$ cat src/rtl/osr_pkg.sv
// Shared constants and types for the orientation sensor serial register port
`default_nettype none

package osr_pkg;

  // ----------------------------------------------------------------
  // Bus identity and byte framing
  // ----------------------------------------------------------------
  localparam logic [6:0] SLAVE_ADDR         = 7'h15;  // 0010101 binary
  localparam logic [3:0] BYTE_BITS          = 4'h8;
  localparam logic [5:0] PART_IDENT_DEFAULT = 6'h2a;  // Arbitrary value
  localparam int         FIFO_DEPTH_DEFAULT = 8;

  // ----------------------------------------------------------------
  // Register numbers, reset values and field positions
  // ----------------------------------------------------------------
  localparam logic [7:0] REG_X_ACCEL        = 8'h00;
  localparam logic [7:0] REG_Y_ACCEL        = 8'h01;
  localparam logic [7:0] REG_STATUS         = 8'h02;
  localparam logic [7:0] REG_DETECT         = 8'h04;
  localparam logic [7:0] REG_IDENT          = 8'h08;
  localparam logic [7:0] X_ACCEL_RESET      = 8'h00;
  localparam logic [7:0] Y_ACCEL_RESET      = 8'h00;
  localparam logic [6:0] STATUS_RESET       = 7'h00;
  localparam logic [7:0] DETECT_RESET       = 8'h00;
  localparam logic [7:0] UNMAPPED_READ      = 8'h00;
  localparam int         INT_BIT            = 7;
  localparam int         POWER_DOWN_BIT     = 7;

  // ----------------------------------------------------------------
  // Types
  // ----------------------------------------------------------------
  typedef enum logic [2:0] {
    ST_IDLE = 3'h0,
    ST_RECV = 3'h1,
    ST_ACK  = 3'h3,
    ST_SEND = 3'h2,
    ST_MACK = 3'h6
  } osr_state_type;

  typedef enum logic [1:0] {
    KIND_ADDR = 2'h0,
    KIND_PTR  = 2'h1,
    KIND_DATA = 2'h3
  } osr_kind_type;

  typedef struct packed {
    logic [7:0] ptr;
    logic [7:0] data;
  } osr_wr_type;

endpackage : osr_pkg

`default_nettype wire

$ cat src/rtl/osr_i2c_slave.sv
// Serial slave register port with write FIFO for a two-axis orientation sensor
`default_nettype none
`timescale 1ns/1ps

// ------------------------------------------------------------------
// Write FIFO
// ------------------------------------------------------------------
module osr_fifo #(
  parameter int WIDTH = 16,
  parameter int DEPTH = 8
) (
  input  wire logic             clock,
  input  wire logic             rst_b,
  input  wire logic             clkEn,
  input  wire logic             inValid,
  output logic                  inReady,
  input  wire logic [WIDTH-1:0] inData,
  output logic                  outValid,
  input  wire logic             outReady,
  output logic      [WIDTH-1:0] outData
);
  localparam int AW = (DEPTH > 1) ? $clog2(DEPTH) : 1;

  logic [WIDTH-1:0] mem_q [DEPTH];
  logic [AW-1:0]    wrIdx_q;
  logic [AW-1:0]    rdIdx_q;
  logic [AW:0]      count_q;
  logic             doPush;
  logic             doPop;

  // Honest flags straight from the occupancy count
  assign inReady  = (count_q != (AW+1)'(DEPTH));
  assign outValid = (count_q != '0);
  assign outData  = mem_q[rdIdx_q];
  assign doPush   = inValid && inReady;
  assign doPop    = outValid && outReady;

  // One storage entry per slot
  for (genvar e = 0; e < DEPTH; e++) begin : gEntry
    always_ff @(posedge clock or negedge rst_b) begin
      if (!rst_b) begin
        mem_q[e] <= '0;
      end else if (clkEn && doPush && (wrIdx_q == AW'(e))) begin
        mem_q[e] <= inData;
      end
    end
  end

  // Index and count bookkeeping
  always_ff @(posedge clock or negedge rst_b) begin
    if (!rst_b) begin
      wrIdx_q <= '0;
      rdIdx_q <= '0;
      count_q <= '0;
    end else if (clkEn) begin
      if (doPush) begin
        wrIdx_q <= (wrIdx_q == AW'(DEPTH - 1)) ? '0 : wrIdx_q + 1'b1;
      end
      if (doPop) begin
        rdIdx_q <= (rdIdx_q == AW'(DEPTH - 1)) ? '0 : rdIdx_q + 1'b1;
      end
      count_q <= count_q + (AW+1)'(doPush) - (AW+1)'(doPop);
    end
  end
endmodule : osr_fifo

// ------------------------------------------------------------------
// Serial slave and register file
// ------------------------------------------------------------------
module osr_i2c_slave #(
  parameter int         FIFO_DEPTH     = osr_pkg::FIFO_DEPTH_DEFAULT,
  parameter logic [5:0] PART_IDENT_LOW = osr_pkg::PART_IDENT_DEFAULT  // Arbitrary value
) (
  input  wire logic       clock,
  input  wire logic       rst_b,
  input  wire logic       clkEn,
  input  wire logic       sclIn,
  input  wire logic       sdaIn,
  output logic            sdaOut,
  output logic            sdaOe,
  input  wire logic [7:0] xAccelIn,
  input  wire logic [7:0] yAccelIn,
  input  wire logic [6:0] statusIn,
  input  wire logic       sampleValid,
  input  wire logic       eventSet,
  input  wire logic       cfgReady,
  output logic      [7:0] detectCfg,
  output logic            powerDown,
  output logic            intPin
);
  // ----------------------------------------------------------------
  // Declarations
  // ----------------------------------------------------------------
  osr_pkg::osr_state_type state_q, state_d;
  osr_pkg::osr_kind_type  kind_q, kind_d;
  logic       sclMeta_q, sclSync_q, sclPrev_q;
  logic       sdaMeta_q, sdaSync_q, sdaPrev_q;
  logic [3:0] bitCnt_q, bitCnt_d;
  logic [7:0] shift_q, shift_d;
  logic [7:0] ptr_q, ptr_d;
  logic       readMode_q, readMode_d;
  logic       sdaOe_q, sdaOe_d;
  logic       mAck_q, mAck_d;
  logic [7:0] xAccel_q, yAccel_q;
  logic [6:0] status_q;
  logic       intFlag_q;
  logic [7:0] detectCfg_q;
  logic       powerDown_q;
  logic       sclRise, sclFall, startDet, stopDet;
  logic       byteDone, ackByte, addrMatch, loadSend, push, statusRead;
  logic [7:0] readByte;
  logic       fifoInReady, fifoOutValid;
  osr_pkg::osr_wr_type pushEntry, popEntry;

  // ----------------------------------------------------------------
  // Pin synchronisers and line events
  // ----------------------------------------------------------------
  // Both lines idle high, so the flops reset high to avoid a false event
  always_ff @(posedge clock or negedge rst_b) begin
    if (!rst_b) begin
      sclMeta_q <= 1'b1;
      sclSync_q <= 1'b1;
      sclPrev_q <= 1'b1;
      sdaMeta_q <= 1'b1;
      sdaSync_q <= 1'b1;
      sdaPrev_q <= 1'b1;
    end else if (clkEn) begin
      sclMeta_q <= sclIn;
      sclSync_q <= sclMeta_q;
      sclPrev_q <= sclSync_q;
      sdaMeta_q <= sdaIn;
      sdaSync_q <= sdaMeta_q;
      sdaPrev_q <= sdaSync_q;
    end
  end

  // Line events; both lines share latency so START and STOP stay aligned
  assign sclRise  = sclSync_q && !sclPrev_q;
  assign sclFall  = !sclSync_q && sclPrev_q;
  assign startDet = sclSync_q && sclPrev_q && sdaPrev_q && !sdaSync_q;
  assign stopDet  = sclSync_q && sclPrev_q && !sdaPrev_q && sdaSync_q;

  // ----------------------------------------------------------------
  // Byte decoding and read selection
  // ----------------------------------------------------------------
  assign byteDone  = sclFall && (bitCnt_q == osr_pkg::BYTE_BITS);
  assign addrMatch = (shift_q[7:1] == osr_pkg::SLAVE_ADDR);
  // A full FIFO refuses the byte, so the master sees no acknowledge
  assign ackByte   = (kind_q == osr_pkg::KIND_ADDR) ? addrMatch :
                     (kind_q == osr_pkg::KIND_DATA) ? fifoInReady : 1'b1;
  assign readByte  =
    (ptr_q == osr_pkg::REG_X_ACCEL) ? xAccel_q :
    (ptr_q == osr_pkg::REG_Y_ACCEL) ? yAccel_q :
    (ptr_q == osr_pkg::REG_STATUS)  ? {intFlag_q, status_q} :
    (ptr_q == osr_pkg::REG_IDENT)   ? {2'h0, PART_IDENT_LOW} :
                                      osr_pkg::UNMAPPED_READ;
  assign pushEntry = '{ptr: ptr_q, data: shift_q};

  // ----------------------------------------------------------------
  // Transfer state machine
  // ----------------------------------------------------------------
  // STOP and START override every state, so a repeated START restarts cleanly
  always_comb begin
    state_d    = state_q;
    kind_d     = kind_q;
    bitCnt_d   = bitCnt_q;
    shift_d    = shift_q;
    ptr_d      = ptr_q;
    readMode_d = readMode_q;
    sdaOe_d    = sdaOe_q;
    mAck_d     = mAck_q;
    push       = 1'b0;
    loadSend   = 1'b0;
    if (stopDet) begin
      state_d = osr_pkg::ST_IDLE;
      sdaOe_d = 1'b0;
    end else if (startDet) begin
      state_d  = osr_pkg::ST_RECV;
      kind_d   = osr_pkg::KIND_ADDR;
      bitCnt_d = 4'h0;
      sdaOe_d  = 1'b0;
    end else begin
      unique case (state_q)
        osr_pkg::ST_IDLE: begin
          sdaOe_d = 1'b0;
        end
        osr_pkg::ST_RECV: begin
          if (sclRise && (bitCnt_q != osr_pkg::BYTE_BITS)) begin
            shift_d  = {shift_q[6:0], sdaSync_q};
            bitCnt_d = bitCnt_q + 4'h1;
          end else if (byteDone) begin
            state_d = ackByte ? osr_pkg::ST_ACK : osr_pkg::ST_IDLE;
            sdaOe_d = ackByte;
            if (kind_q == osr_pkg::KIND_ADDR) begin
              readMode_d = shift_q[0];
            end else if (kind_q == osr_pkg::KIND_PTR) begin
              ptr_d = shift_q;
            end else if (ackByte) begin
              push  = 1'b1;
              ptr_d = ptr_q + 8'h01;
            end
          end
        end
        osr_pkg::ST_ACK: begin
          if (sclFall) begin
            if ((kind_q == osr_pkg::KIND_ADDR) && readMode_q) begin
              loadSend = 1'b1;
            end else begin
              state_d  = osr_pkg::ST_RECV;
              kind_d   = (kind_q == osr_pkg::KIND_ADDR) ? osr_pkg::KIND_PTR
                                                        : osr_pkg::KIND_DATA;
              bitCnt_d = 4'h0;
              sdaOe_d  = 1'b0;
            end
          end
        end
        osr_pkg::ST_SEND: begin
          if (byteDone) begin
            state_d = osr_pkg::ST_MACK;
            sdaOe_d = 1'b0;
          end else if (sclFall) begin
            sdaOe_d  = !shift_q[6];
            shift_d  = {shift_q[6:0], 1'b0};
            bitCnt_d = bitCnt_q + 4'h1;
          end
        end
        osr_pkg::ST_MACK: begin
          if (sclRise) begin
            mAck_d = !sdaSync_q;
          end else if (sclFall) begin
            if (mAck_q) begin
              loadSend = 1'b1;
            end else begin
              state_d = osr_pkg::ST_IDLE;
              sdaOe_d = 1'b0;
            end
          end
        end
        default: begin
          state_d = osr_pkg::ST_IDLE;
          sdaOe_d = 1'b0;
        end
      endcase
    end
    // Shared byte load for the first and every following read byte
    if (loadSend) begin
      state_d  = osr_pkg::ST_SEND;
      shift_d  = readByte;
      sdaOe_d  = !readByte[7];
      bitCnt_d = 4'h1;
      ptr_d    = ptr_q + 8'h01;
      mAck_d   = 1'b0;
    end
  end

  assign statusRead = loadSend && (ptr_q == osr_pkg::REG_STATUS);

  // State registers of the transfer engine
  always_ff @(posedge clock or negedge rst_b) begin
    if (!rst_b) begin
      state_q    <= osr_pkg::ST_IDLE;
      kind_q     <= osr_pkg::KIND_ADDR;
      bitCnt_q   <= 4'h0;
      shift_q    <= 8'h00;
      ptr_q      <= 8'h00;
      readMode_q <= 1'b0;
      sdaOe_q    <= 1'b0;
      mAck_q     <= 1'b0;
    end else if (clkEn) begin
      state_q    <= state_d;
      kind_q     <= kind_d;
      bitCnt_q   <= bitCnt_d;
      shift_q    <= shift_d;
      ptr_q      <= ptr_d;
      readMode_q <= readMode_d;
      sdaOe_q    <= sdaOe_d;
      mAck_q     <= mAck_d;
    end
  end

  // ----------------------------------------------------------------
  // Write path and register file
  // ----------------------------------------------------------------
  // Writes queue here so a busy sensor core throttles the master via NACK
  osr_fifo #(
    .WIDTH ($bits(osr_pkg::osr_wr_type)),
    .DEPTH (FIFO_DEPTH)
  ) uWriteFifo (
    .clock    (clock),
    .rst_b    (rst_b),
    .clkEn    (clkEn),
    .inValid  (push),
    .inReady  (fifoInReady),
    .inData   (pushEntry),
    .outValid (fifoOutValid),
    .outReady (cfgReady),
    .outData  (popEntry)
  );

  // Only the detection register takes writes; others drop silently
  always_ff @(posedge clock or negedge rst_b) begin
    if (!rst_b) begin
      detectCfg_q <= osr_pkg::DETECT_RESET;
      powerDown_q <= 1'b0;
    end else if (clkEn && fifoOutValid && cfgReady &&
                 (popEntry.ptr == osr_pkg::REG_DETECT)) begin
      detectCfg_q <= popEntry.data;
      powerDown_q <= popEntry.data[osr_pkg::POWER_DOWN_BIT];
    end
  end

  // Sensor samples are frozen while powered down
  always_ff @(posedge clock or negedge rst_b) begin
    if (!rst_b) begin
      xAccel_q <= osr_pkg::X_ACCEL_RESET;
      yAccel_q <= osr_pkg::Y_ACCEL_RESET;
      status_q <= osr_pkg::STATUS_RESET;
    end else if (clkEn && sampleValid && !powerDown_q) begin
      xAccel_q <= xAccelIn;
      yAccel_q <= yAccelIn;
      status_q <= statusIn;
    end
  end

  // Interrupt flag: while powered up, a new event wins over a clearing read
  always_ff @(posedge clock or negedge rst_b) begin
    if (!rst_b) begin
      intFlag_q <= 1'b0;
    end else if (clkEn) begin
      if (eventSet && !powerDown_q) begin
        intFlag_q <= 1'b1;
      end else if (statusRead) begin
        intFlag_q <= 1'b0;
      end
    end
  end

  // Pin outputs; the data line is only ever pulled low
  assign sdaOut    = 1'b0;
  assign sdaOe     = sdaOe_q;
  assign detectCfg = detectCfg_q;
  assign powerDown = powerDown_q;
  assign intPin    = intFlag_q;
endmodule : osr_i2c_slave

`default_nettype wire

$ cat config.mk
export PLATFORM = sky130hd
export DESIGN_NAME = osr_i2c_slave
export DESIGN_NICKNAME = d
export VERILOG_FILES = /design/src/rtl/osr_pkg.sv /design/src/rtl/osr_i2c_slave.sv
export SDC_FILE = /design/constraint.sdc
export NUM_CORES = 1
export LEC_CHECK = 0
export ABC_CLOCK_PERIOD_IN_PS = 2200
export BUFFER_PORTS_ARGS = -buffer_cell sky130_fd_sc_hd__buf_2
export CELL_PAD_IN_SITES_DETAIL_PLACEMENT = 1
export CELL_PAD_IN_SITES_GLOBAL_PLACEMENT = 1
export CORE_MARGIN = 8
export CORE_UTILIZATION = 34
export CTS_CLUSTER_DIAMETER = 100
export CTS_CLUSTER_SIZE = 28
export DETAILED_ROUTE_END_ITERATION = 16
export GPL_TIMING_DRIVEN = 0
export PLACE_DENSITY = 0.67
export SLEW_MARGIN = 10
export SYNTH_ARGS = -nofsm -noshare
export SYNTH_HDL_FRONTEND = slang
export SYNTH_SLANG_ARGS = --single-unit
$ cat constraint.sdc
create_clock -name clock -period 2.2 [get_ports clock]
set_input_delay 0.33 -clock clock [delete_from_list [all_inputs] [get_ports clock]]
set_output_delay 0.33 -clock clock [all_outputs]
set_load 0.05 [all_outputs]
==> impl_metrics.csv, run 1 <==
group,metric,value,unit
outcome,outcome,"complete, but fails checks",
outcome,violations,"setup timing",
die,die_area,34140,um2
hold_path,worstHoldStart,"statusIn[4]",
critical_path,setup.worst_path.class,"flop to flop",
power_and_ir_drop,switchingPower,2.276,mW
power_and_ir_drop,power_density,679.1,nW/um2
yosys,synth-seq-cells,204,
clock_tree,clock_sinks,204,
placement,gp_congestion,0.7863,
global_routing,antenna_found_initial,0,
detailed_routing,wl,24100,um
power_and_ir_drop,p_total,7.851,mW
yosys,synthArstFlopShare,100.0,%
yosys,yosys-top-cells-area,"dfrtp_1, mux2_2, mux4_2",
finish,utilization,41.39,%
critical_path,rr_startpoint,"bitCnt_q[1]$_DFFE_PN0P_",
global_routing,grt_pass1_vias,6809,
finish,n_antenna_cell,0,
finish,drive_gt1_share,44.29,%
die,num_rows,61,
clock_tree,clk_latency,480,ps
critical_path,cp_max_fo,10,
placement,dp_slack,-660.6,ps
placement,dpl.cell_count,1170,
clock_tree,path_clk_slew,110,ps
timing,setup_tns,-6465,ps
clock_tree,htreeDepth,1,
finish,final_cells,1227,
finish,final_nets,900,
yosys,seq_area_frac_synth,52.80,%
die,initial_core_util,34.66,%
critical_path,critPathLaunchType,"flop",
timing,worst_slew_pin_slew,755.7,ps
global_routing,grt_use_total,14.18,%
timing,fin_skew,19.15,ps
timing,hold_violations,0,
power_and_ir_drop,swShare,29.00,%
timing,slew_violations,0,
detailed_routing,drc,0,
die,core-area,27930,um2
finish,area_delta_synth_final,19.40,%
yosys,synth.top_cell.area_share,51.17,%
job,cap_violations,0,
yosys,synthCells,750,
placement,port_buffers,41,
global_routing,grt_pass1_wl,38910,um
clock_tree,cts-buffers-inserted,11,
placement,dp_hpwl,16050,um
timing,setup_slack,-93.48,ps
yosys,ys_warn_count,0,
die,die_h,184.8,um
timing,max_freq,436.0,MHz
clock_tree,cts_tree,"yes",
power_and_ir_drop,pwr-share-comb,19.8,%
critical_path,arrival,2660,ps
yosys,netlist-cell-type-count,66,
timing,setup_viol,114,
timing,finalCriticalPeriod,2293,ps
timing,maxSlewHeadroom,49.62,%
global_routing,grt-ovfl-total,0,
timing,finalCritPeriodShare,104.2,%
power_and_ir_drop,power_frac_seq,52.1,%
hold_path,min_path_type,"input pin to flop",
clock_tree,cts_buffer_depth,3,
timing,rsz0062_at_grt,"true",
detailed_routing,wire_per_inst,19.64,um
yosys,synthFlopType,"dfrtp_1",
finish,final_common_cell,"dfrtp_1",
yosys,synth_edf_count,0,
power_and_ir_drop,leakagePower,5.448,nW
yosys,synth_nets,802,
clock_tree,ctsRootBufferMaster,"clkbuf_16",
yosys,synth_area,9683,um2
finish,final_cell_mix,"dfrtp_1, mux2_2, buf_2",
die,die_w,184.8,um
detailed_routing,vias,6283,
critical_path,r2r_slack,-90,ps
detailed_routing,dr.first_iter.drc_count,278,
detailed_routing,ant_nets,0,
critical_path,cp-end-kind,"flop",
critical_path,crit_start,"bitCnt_q[1]$_DFFE_PN0P_",
yosys,synth_largest_area_cell,"dfrtp_1",
power_and_ir_drop,p_int,5.574,mW
yosys,syn_area_per_cell,12.91,um2
global_routing,grt_max_degree,108,
die,ioPinCount,43,
power_and_ir_drop,power.share.clock,28.1,%
detailed_routing,viasPerCell,5.121,
critical_path,required,2560,ps
power_and_ir_drop,peakVddDrop,0.5964,mV
detailed_routing,firstDrtPassIters,4,
-- synthesized netlist by cell type, drive strengths merged (2+ instances only) --
library cell,n
buf,26
a22oi,7
inv,21
o211ai,4
and3b,3
mux2i,3
nor3b,8
a2bb2oi,3
a21o,4
a31oi,3
nand4,4
mux2,176
nand2,46
mux4,17
ha,20
dfstp,6
nand2b,5
a31o,2
nor4b,10
clkbuf,23
o22a,2
a22o,4
a41oi,2
xnor2,2
xor2,2
nand3,16
nor4,9
nor2,20
nor3,4
and3,5
a21oi,23
a32oi,3
o21ai,43
dfrtp,198
o31ai,2
and4b,2
nor2b,7
-- worst max-delay path: stages (launching register included) --
cell and delay (ps):
dfrtp_1 410, inv_1 90, ha_2 160, and3b_2 210
and3_4 220, nand4_4 250, nor2_4 290, nand2_4 110
buf_8 160, mux2_4 290
-- cells by family (layout without fill, tap and decap cells) --
group	count (synthesis)	count (layout)	synth area share (%)
AO/OA/AOI/OAI	107	108	6.874
XOR/XNOR	4	4	0.3619
adder cells (fa/ha/maj)	21	21	2.791
buffers and inverters	70	168	3.554
flip-flops	204	204	52.80
multiplexers	196	196	24.81
other	1	1	0.03873
AND/OR/NAND/NOR	147	147	8.774
-- timing repair --
item	CTS	global route
cloned	0	3
setup buffers	27	16
gates resized for setup	59	83
hold endpoints to repair	97	0
pin swaps	15	14
hold buffers	1	0
endpoints found under the setup margin	163	153
-- routing by layer --
layer	GRT usage, %	vias up	part of all wire (%)
li1	-	2908	-
met1	19.60	3294	47
met2	23.92	66	49
met3	1.418	15	2.5
met4	2.785	0	0.98
met5	0	-	0
-- power groups by stage --
stage | clock [mW] | combinational, mW | sequential, mW
floorplan | 0 | 0.928 | 4.11
global placement | 0 | 1.30 | 4.15
detailed placement | 0 | 1.36 | 4.16
CTS | 2.28 | 1.45 | 4.10
global route | 2.38 | 1.74 | 4.11
finish | 2.21 | 1.56 | 4.09
-- flip-flops by register name, indices dropped and copies added, names as in the netlist, 2 cells and up --
name and flops:
uWriteFifo.mem_q 128, detectCfg 8, ptr_q 8, shift_q 8
xAccel_q 8, yAccel_q 8, status_q 7, bitCnt_q 4
uWriteFifo.count_q 4, state_q 3, uWriteFifo.rdIdx_q 3, uWriteFifo.wrIdx_q 3
kind_q 2
-- layout make-up --
type,count,area [um2]
clock buffer,12,279.0
fill,2993,16370
tap,378,473.0
clock inverter,2,25.02
multi-input combinational,477,4588
inverter,21,78.83
buffer,45,352.8
timing repair buffer,88,650.6
sequential,204,5114
-- stage by stage --
stage               cell area [um2]  hold WS, ps
finish                        11560        71.13
global route                  11560        66.55
detailed placement            10400        423.7
floorplan                      9683        34.41
global placement              10360        480.7
CTS                           11120        60.69
-- final timing paths --
| path | cells after the start | end |
|---|---|---|
| max in group asynchronous | 3 | uWriteFifo.mem_q[87]$_DFFE_PN0P_ |
| worst max-delay path | 9 | uWriteFifo.mem_q[58]$_DFFE_PN0P_ |
| worst min-delay path | 2 | status_q[4]$_DFFE_PN0P_ |
| worst max register to register | 9 | uWriteFifo.mem_q[58]$_DFFE_PN0P_ |
| min in group asynchronous | 2 | xAccel_q[7]$_DFFE_PN0P_ |
| worst min register to register | 1 | detectCfg[2]$_DFFE_PN0P_ |
Note: power is estimated with default switching activity, not from simulation.
==> run 2, diff against run 1 <==
==> constraint.sdc (replaced) <==
create_clock -name clock -period 2.2 [get_ports clock]
set_input_delay 0.44 -clock clock [delete_from_list [all_inputs] [get_ports clock]]
set_output_delay 0.44 -clock clock [all_outputs]
set_load 0.05 [all_outputs]
==> run 2 against run 1 <==
The run ends with hold timing, setup timing left. Largest cell class unchanged. Clock skew hardly changed. Non-clock buffer count fell by 1. Clock power about the same. Highest routed layer unchanged. Final cell count about the same. Critical path type unchanged. Routed wire length about the same.
==> impl_metrics.csv, run 2 (synthesis results as in run 1) <==
group,metric,value,unit
die,num_rows,61,
placement,gp_congestion,0.7863,
timing,fin_skew,18.73,ps
timing,finalCritPeriodShare,104.7,%
die,core-area,27930,um2
finish,utilization,41.35,%
global_routing,grt-ovfl-total,0,
detailed_routing,firstDrtPassIters,4,
outcome,violations,"hold timing, setup timing",
critical_path,path_cells,"inv_1 -> ha_2 -> and3b_2 -> and3_4 -> nand4_4 -> nor2_4 -> nand2_4 -> buf_8 -> mux2_4",
finish,final_cell_area,11550,um2
global_routing,grtUsageMet2,23.92,%
finish,drive_gt1_share,44.34,%
timing,setup_slack,-104.1,ps
timing,timing.hold.ws,-21.66,ps
die,ioPinCount,43,
critical_path,critPathMaxStageDelay,410,ps
die,die_h,184.8,um
placement,dp_hpwl,16050,um
clock_tree,clock_sinks,204,
timing,max_freq,434.0,MHz
outcome,outcome,"complete, but fails checks",
global_routing,grt_use_met1,19.58,%
detailed_routing,drc,0,
finish,final_common_cell,"dfrtp_1",
critical_path,required,2560,ps
global_routing,grt_max_degree,108,
clock_tree,ctsRootBufferMaster,"clkbuf_16",
placement,dp_slack,-660.6,ps
critical_path,r2r_slack,-100,ps
global_routing,grt.met3_usage,1.418,%
job,cap_violations,0,
critical_path,crit_start,"bitCnt_q[1]$_DFFE_PN0P_",
critical_path,setup.worst_path.class,"flop to flop",
detailed_routing,viasPerCell,5.110,
finish,area_delta_synth_final,19.29,%
global_routing,grt_pass1_vias,6803,
placement,post_dp_cell_area,10400,um2
critical_path,rr_startpoint,"bitCnt_q[1]$_DFFE_PN0P_",
critical_path,cp-end-kind,"flop",
critical_path,critPathLaunchType,"flop",
global_routing,grt_pass1_wl,38910,um
finish,n_antenna_cell,0,
timing,maxSlewHeadroom,49.12,%
finish,final_cells,1226,
timing,worst_slew_pin_slew,763.2,ps
global_routing,grt_use_total,14.18,%
clock_tree,cts_buffer_depth,3,
die,initial_core_util,34.66,%
power_and_ir_drop,power_density,679.2,nW/um2
critical_path,cp_max_fo,10,
critical_path,crit_buf_inv,2,
finish,largest_reg_flops,128,
timing,hold_violations,19,
detailed_routing,vias,6265,
timing,rsz0062_at_grt,"true",
critical_path,arrival,2660,ps
die,die_area,34140,um2
hold_path,min_path_type,"input pin to asynchronous set/reset pin",
power_and_ir_drop,switchingPower,2.273,mW
placement,dpl.cell_count,1170,
timing,slew_violations,0,
detailed_routing,ant_nets,0,
timing,finalCriticalPeriod,2304,ps
power_and_ir_drop,pwr-share-comb,19.8,%
finish,final_nets,899,
placement,port_buffers,41,
finish,final_cell_mix,"dfrtp_1, mux2_2, buf_2",
critical_path,crit_slowest_cell,"dfrtp_1",
power_and_ir_drop,swShare,28.97,%
clock_tree,htreeDepth,1,
power_and_ir_drop,leakagePower,5.444,nW
detailed_routing,wl,24100,um
detailed_routing,wire_per_inst,19.66,um
clock_tree,cts_hold_buffers,0,
critical_path,cp_top_family,"simple AND/OR/NAND/NOR gates",
die,die_w,184.8,um
clock_tree,path_clk_slew,110,ps
power_and_ir_drop,p_int,5.573,mW
timing,setup_viol,123,
global_routing,top_usage_layer,"met2",
power_and_ir_drop,power_frac_seq,52.1,%
detailed_routing,dr.first_iter.drc_count,271,
clock_tree,clk_latency,480,ps
global_routing,antenna_found_initial,0,
power_and_ir_drop,peakVddDrop,0.5981,mV
clock_tree,cts_tree,"yes",
power_and_ir_drop,power.share.clock,28.1,%
clock_tree,cts-buffers-inserted,11,
finish,top_register,"uWriteFifo.mem_q",
-- run 2: cell type report --
cell class / count / area [um2]
Clock inverter: 2 / 25.02
Timing Repair Buffer: 87 / 640.6
Tap cell: 378 / 473.0
Multi-Input combinational cell: 477 / 4588
Fill cell: 2993 / 16380
Buffer: 45 / 352.8
Inverter: 21 / 78.83
Sequential cell: 204 / 5114
Clock buffer: 12 / 279.0
-- run 2: per-layer routing --
| metal | vias to the layer above | share of wire (%) |
|---|---|---|
| met5 | - | 0 |
| met4 | 0 | 1.1 |
| met3 | 16 | 2.6 |
| met2 | 68 | 49 |
| met1 | 3272 | 47 |
| li1 | 2909 | - |
-- run 2: worst reg2reg max path: stages, from the launching register on --
cell and delay (ps):
dfrtp_1 410, inv_1 90, ha_2 160, and3b_2 210
and3_4 220, nand4_4 250, nor2_4 300, nand2_4 120
buf_8 170, mux2_4 290
-- run 2: metrics by stage --
stage	hold WS, ps	setup TNS (ps)	power, mW
floorplan	144.4	0	5.041
global placement	480.7	-630150	5.449
detailed placement	487.7	-45100	5.514
CTS	19.51	-5056	7.827
global route	42.34	-15450	8.234
finish	-21.66	-7781	7.846
-- run 2: power groups by stage --
stage                     combinational [mW]  clock, mW  sequential, mW
after floorplan                        0.928          0            4.11
after global placement                  1.30          0            4.15
after detailed placement                1.36          0            4.16
after CTS                               1.45       2.28            4.10
after global routing                    1.74       2.38            4.11
final                                   1.56       2.20            4.09
-- run 2: final timing paths --
| path | end | cells past startpoint |
|---|---|---|
| setup / recovery | uWriteFifo.mem_q[58]$_DFFE_PN0P_ | 9 |
| hold / removal | xAccel_q[7]$_DFFE_PN0P_ | 1 |
| setup reg to reg | uWriteFifo.mem_q[58]$_DFFE_PN0P_ | 9 |
| hold reg to reg | xAccel_q[7]$_DFFE_PN0P_ | 1 |
| max in group asynchronous | uWriteFifo.mem_q[46]$_DFFE_PN0P_ | 2 |
| min in group clock | status_q[4]$_DFFE_PN0P_ | 2 |
-- run 2: timing repair --
action	in CTS	in global routing
cloned	0	3
setup endpoints to repair	163	153
pin swaps	15	14
resized for setup	59	83
buffers inserted	27	16
==> run 3, diff against run 2 <==
- BUFFER_PORTS_ARGS: -buffer_cell sky130_fd_sc_hd__buf_2 -> -buffer_cell sky130_fd_sc_hd__clkbuf_2
- GPL_TIMING_DRIVEN: 0 -> unset
==> run 3 against run 2 <==
The run now ends clean. Sequential share of layout area up 1.3 points. Critical path depth rose by 2. Die area unchanged.
==> impl_metrics.csv, run 3 (synthesis results as in run 1) <==
group,metric,value,unit
outcome,outcome,"finished, final reports clean",
clock_tree,cts_tree,"yes",
detailed_routing,vias,6212,
clock_tree,clock_sinks,204,
detailed_routing,wire_per_inst,19.25,um
global_routing,grt_use_total,13.94,%
finish,final_cell_mix,"dfrtp_1, mux2_2, buf_4",
critical_path,cp-end-kind,"flop",
clock_tree,path_clk_slew,110,ps
placement,dpl.cell_count,1185,
critical_path,required,2600,ps
power_and_ir_drop,power_density,699.5,nW/um2
detailed_routing,wl,23200,um
finish,utilization,40.17,%
detailed_routing,drc,0,
power_and_ir_drop,leakagePower,5.335,nW
power_and_ir_drop,peakVddDrop,0.6546,mV
clock_tree,cts-buffers-inserted,11,
timing,slew_violations,0,
timing,setup_viol,0,
finish,final_common_cell,"dfrtp_1",
timing,setup_tns,0,ps
hold_path,min_path_type,"input pin to flop",
detailed_routing,dr.first_iter.drc_count,196,
critical_path,r2r_cells,11,
global_routing,grt_pass1_vias,6804,
critical_path,arrival,2520,ps
job,cap_violations,0,
die,die_h,184.8,um
placement,port_buffers,41,
finish,final_cell_area,11220,um2
placement,post_dp_cell_area,10770,um2
finish,largest_reg_flops,128,
finish,final_cells,1205,
timing,finalCriticalPeriod,2119,ps
detailed_routing,viasPerCell,5.155,
finish,top_register,"uWriteFifo.mem_q",
global_routing,grt-ovfl-total,0,
die,core-area,27930,um2
detailed_routing,ant_nets,0,
finish,area_delta_synth_final,15.89,%
die,initial_core_util,34.66,%
die,num_rows,61,
die,die_area,34140,um2
global_routing,grt_max_degree,51,
die,die_w,184.8,um
finish,final_nets,878,
timing,max_freq,471.9,MHz
hold_path,holdPathStages,2,
die,ioPinCount,43,
timing,timing.hold.ws,201.0,ps
finish,n_antenna_cell,0,
timing,finalCritPeriodShare,96.33,%
critical_path,cp_max_fo,4,
detailed_routing,firstDrtPassIters,4,
global_routing,antenna_found_initial,0,
clock_tree,htreeDepth,1,
placement,dp_hpwl,16130,um
finish,drive_gt1_share,43.53,%
clock_tree,cts_buffer_depth,3,
clock_tree,clk_latency,470,ps
critical_path,setup.worst_path.class,"flop to flop",
timing,hold_violations,0,
clock_tree,ctsRootBufferMaster,"clkbuf_16",
critical_path,critPathLaunchType,"flop",
global_routing,grt_pass1_wl,38270,um
timing,fin_skew,14.60,ps
placement,gp_congestion,0.7693,
## run 3: changes by cell type in the layout (fill, tap and decap cells not counted), moves of 6 or more
| cell | before | now |
|---|---|---|
| buf_8 | 9 | 0 |
| ha_2 | 6 | 0 |
| buf_12 | 3 | 14 |
| clkbuf_1 | 18 | 0 |
| clkbuf_2 | 2 | 40 |
| mux2_4 | 34 | 2 |
| mux2_2 | 142 | 174 |
| buf_2 | 45 | 0 |
| buf_4 | 35 | 56 |
| buf_6 | 14 | 0 |
## run 3: layout make-up
type,instances,area (um2)
clock buffer,11,275.3
clock inverter,3,27.53
fill,2998,16710
inverter,21,78.83
multi-input combinational,476,4329
sequential,204,5114
tap,378,473.0
timing repair buffer,112,924.6
## run 3: what timing repair did
| action | CTS | global route |
|---|---|---|
| hold buffers | 1 | 0 |
| buffers inserted | 0 | 5 |
| pin swaps | 0 | 6 |
| endpoints found under the hold margin | 45 | 0 |
| resized for setup | 2 | 23 |
| setup endpoints to repair | 2 | 83 |
## run 3: where the power goes
group / internal [mW] / switching, mW
logic: 0.741 / 0.814
clock network: 0.933 / 1.22
registers: 3.96 / 0.183
total: 5.63 / 2.22
## run 3: path summary, 6_finish.rpt
check                                               endpoint                              from  slack [ps]
setup / recovery           uWriteFifo.count_q[2]$_DFFE_PN0P_           bitCnt_q[0]$_DFFE_PN0P_          80
hold / removal                       xAccel_q[5]$_DFFE_PN0P_                       xAccelIn[5]         200
setup reg to reg           uWriteFifo.count_q[2]$_DFFE_PN0P_           bitCnt_q[0]$_DFFE_PN0P_          80
hold reg to reg             uWriteFifo.mem_q[21]$_DFFE_PN0P_  uWriteFifo.mem_q[21]$_DFFE_PN0P_         510
max in group asynchronous              sdaSync_q$_DFFE_PN1P_                             rst_b         980
min in group asynchronous            status_q[1]$_DFFE_PN0P_                             rst_b         480
## run 3: critical path, cell delays in order, from the launching register on
cell	delay (ps)
dfrtp_1	400
inv_2	80
ha_4	130
and3b_1	190
and3_4	220
and3_4	190
ha_4	130
inv_2	40
fa_2	370
xnor2_1	150
nand2_1	60
o21ai_1	80
## run 3: through the flow
step	worst slack (ps)	power, mW
floorplan	18.36	5.041
global placement	27.63	5.616
detailed placement	-51.58	5.677
CTS	2.381	7.873
global route	-22.15	8.245
finish	80.70	7.850
## run 3: layer usage
layer / wire length, um / part of all wire, % / vias up / global-route usage, %
met5: 0 / 0 / - / 0
li1: - / - / 2854 / -
met4: 425 / 1.8 / 0 / 3.169
met1: 10650 / 46 / 3265 / 18.68
met2: 11620 / 50 / 72 / 24.05
met3: 505 / 2.2 / 21 / 1.319
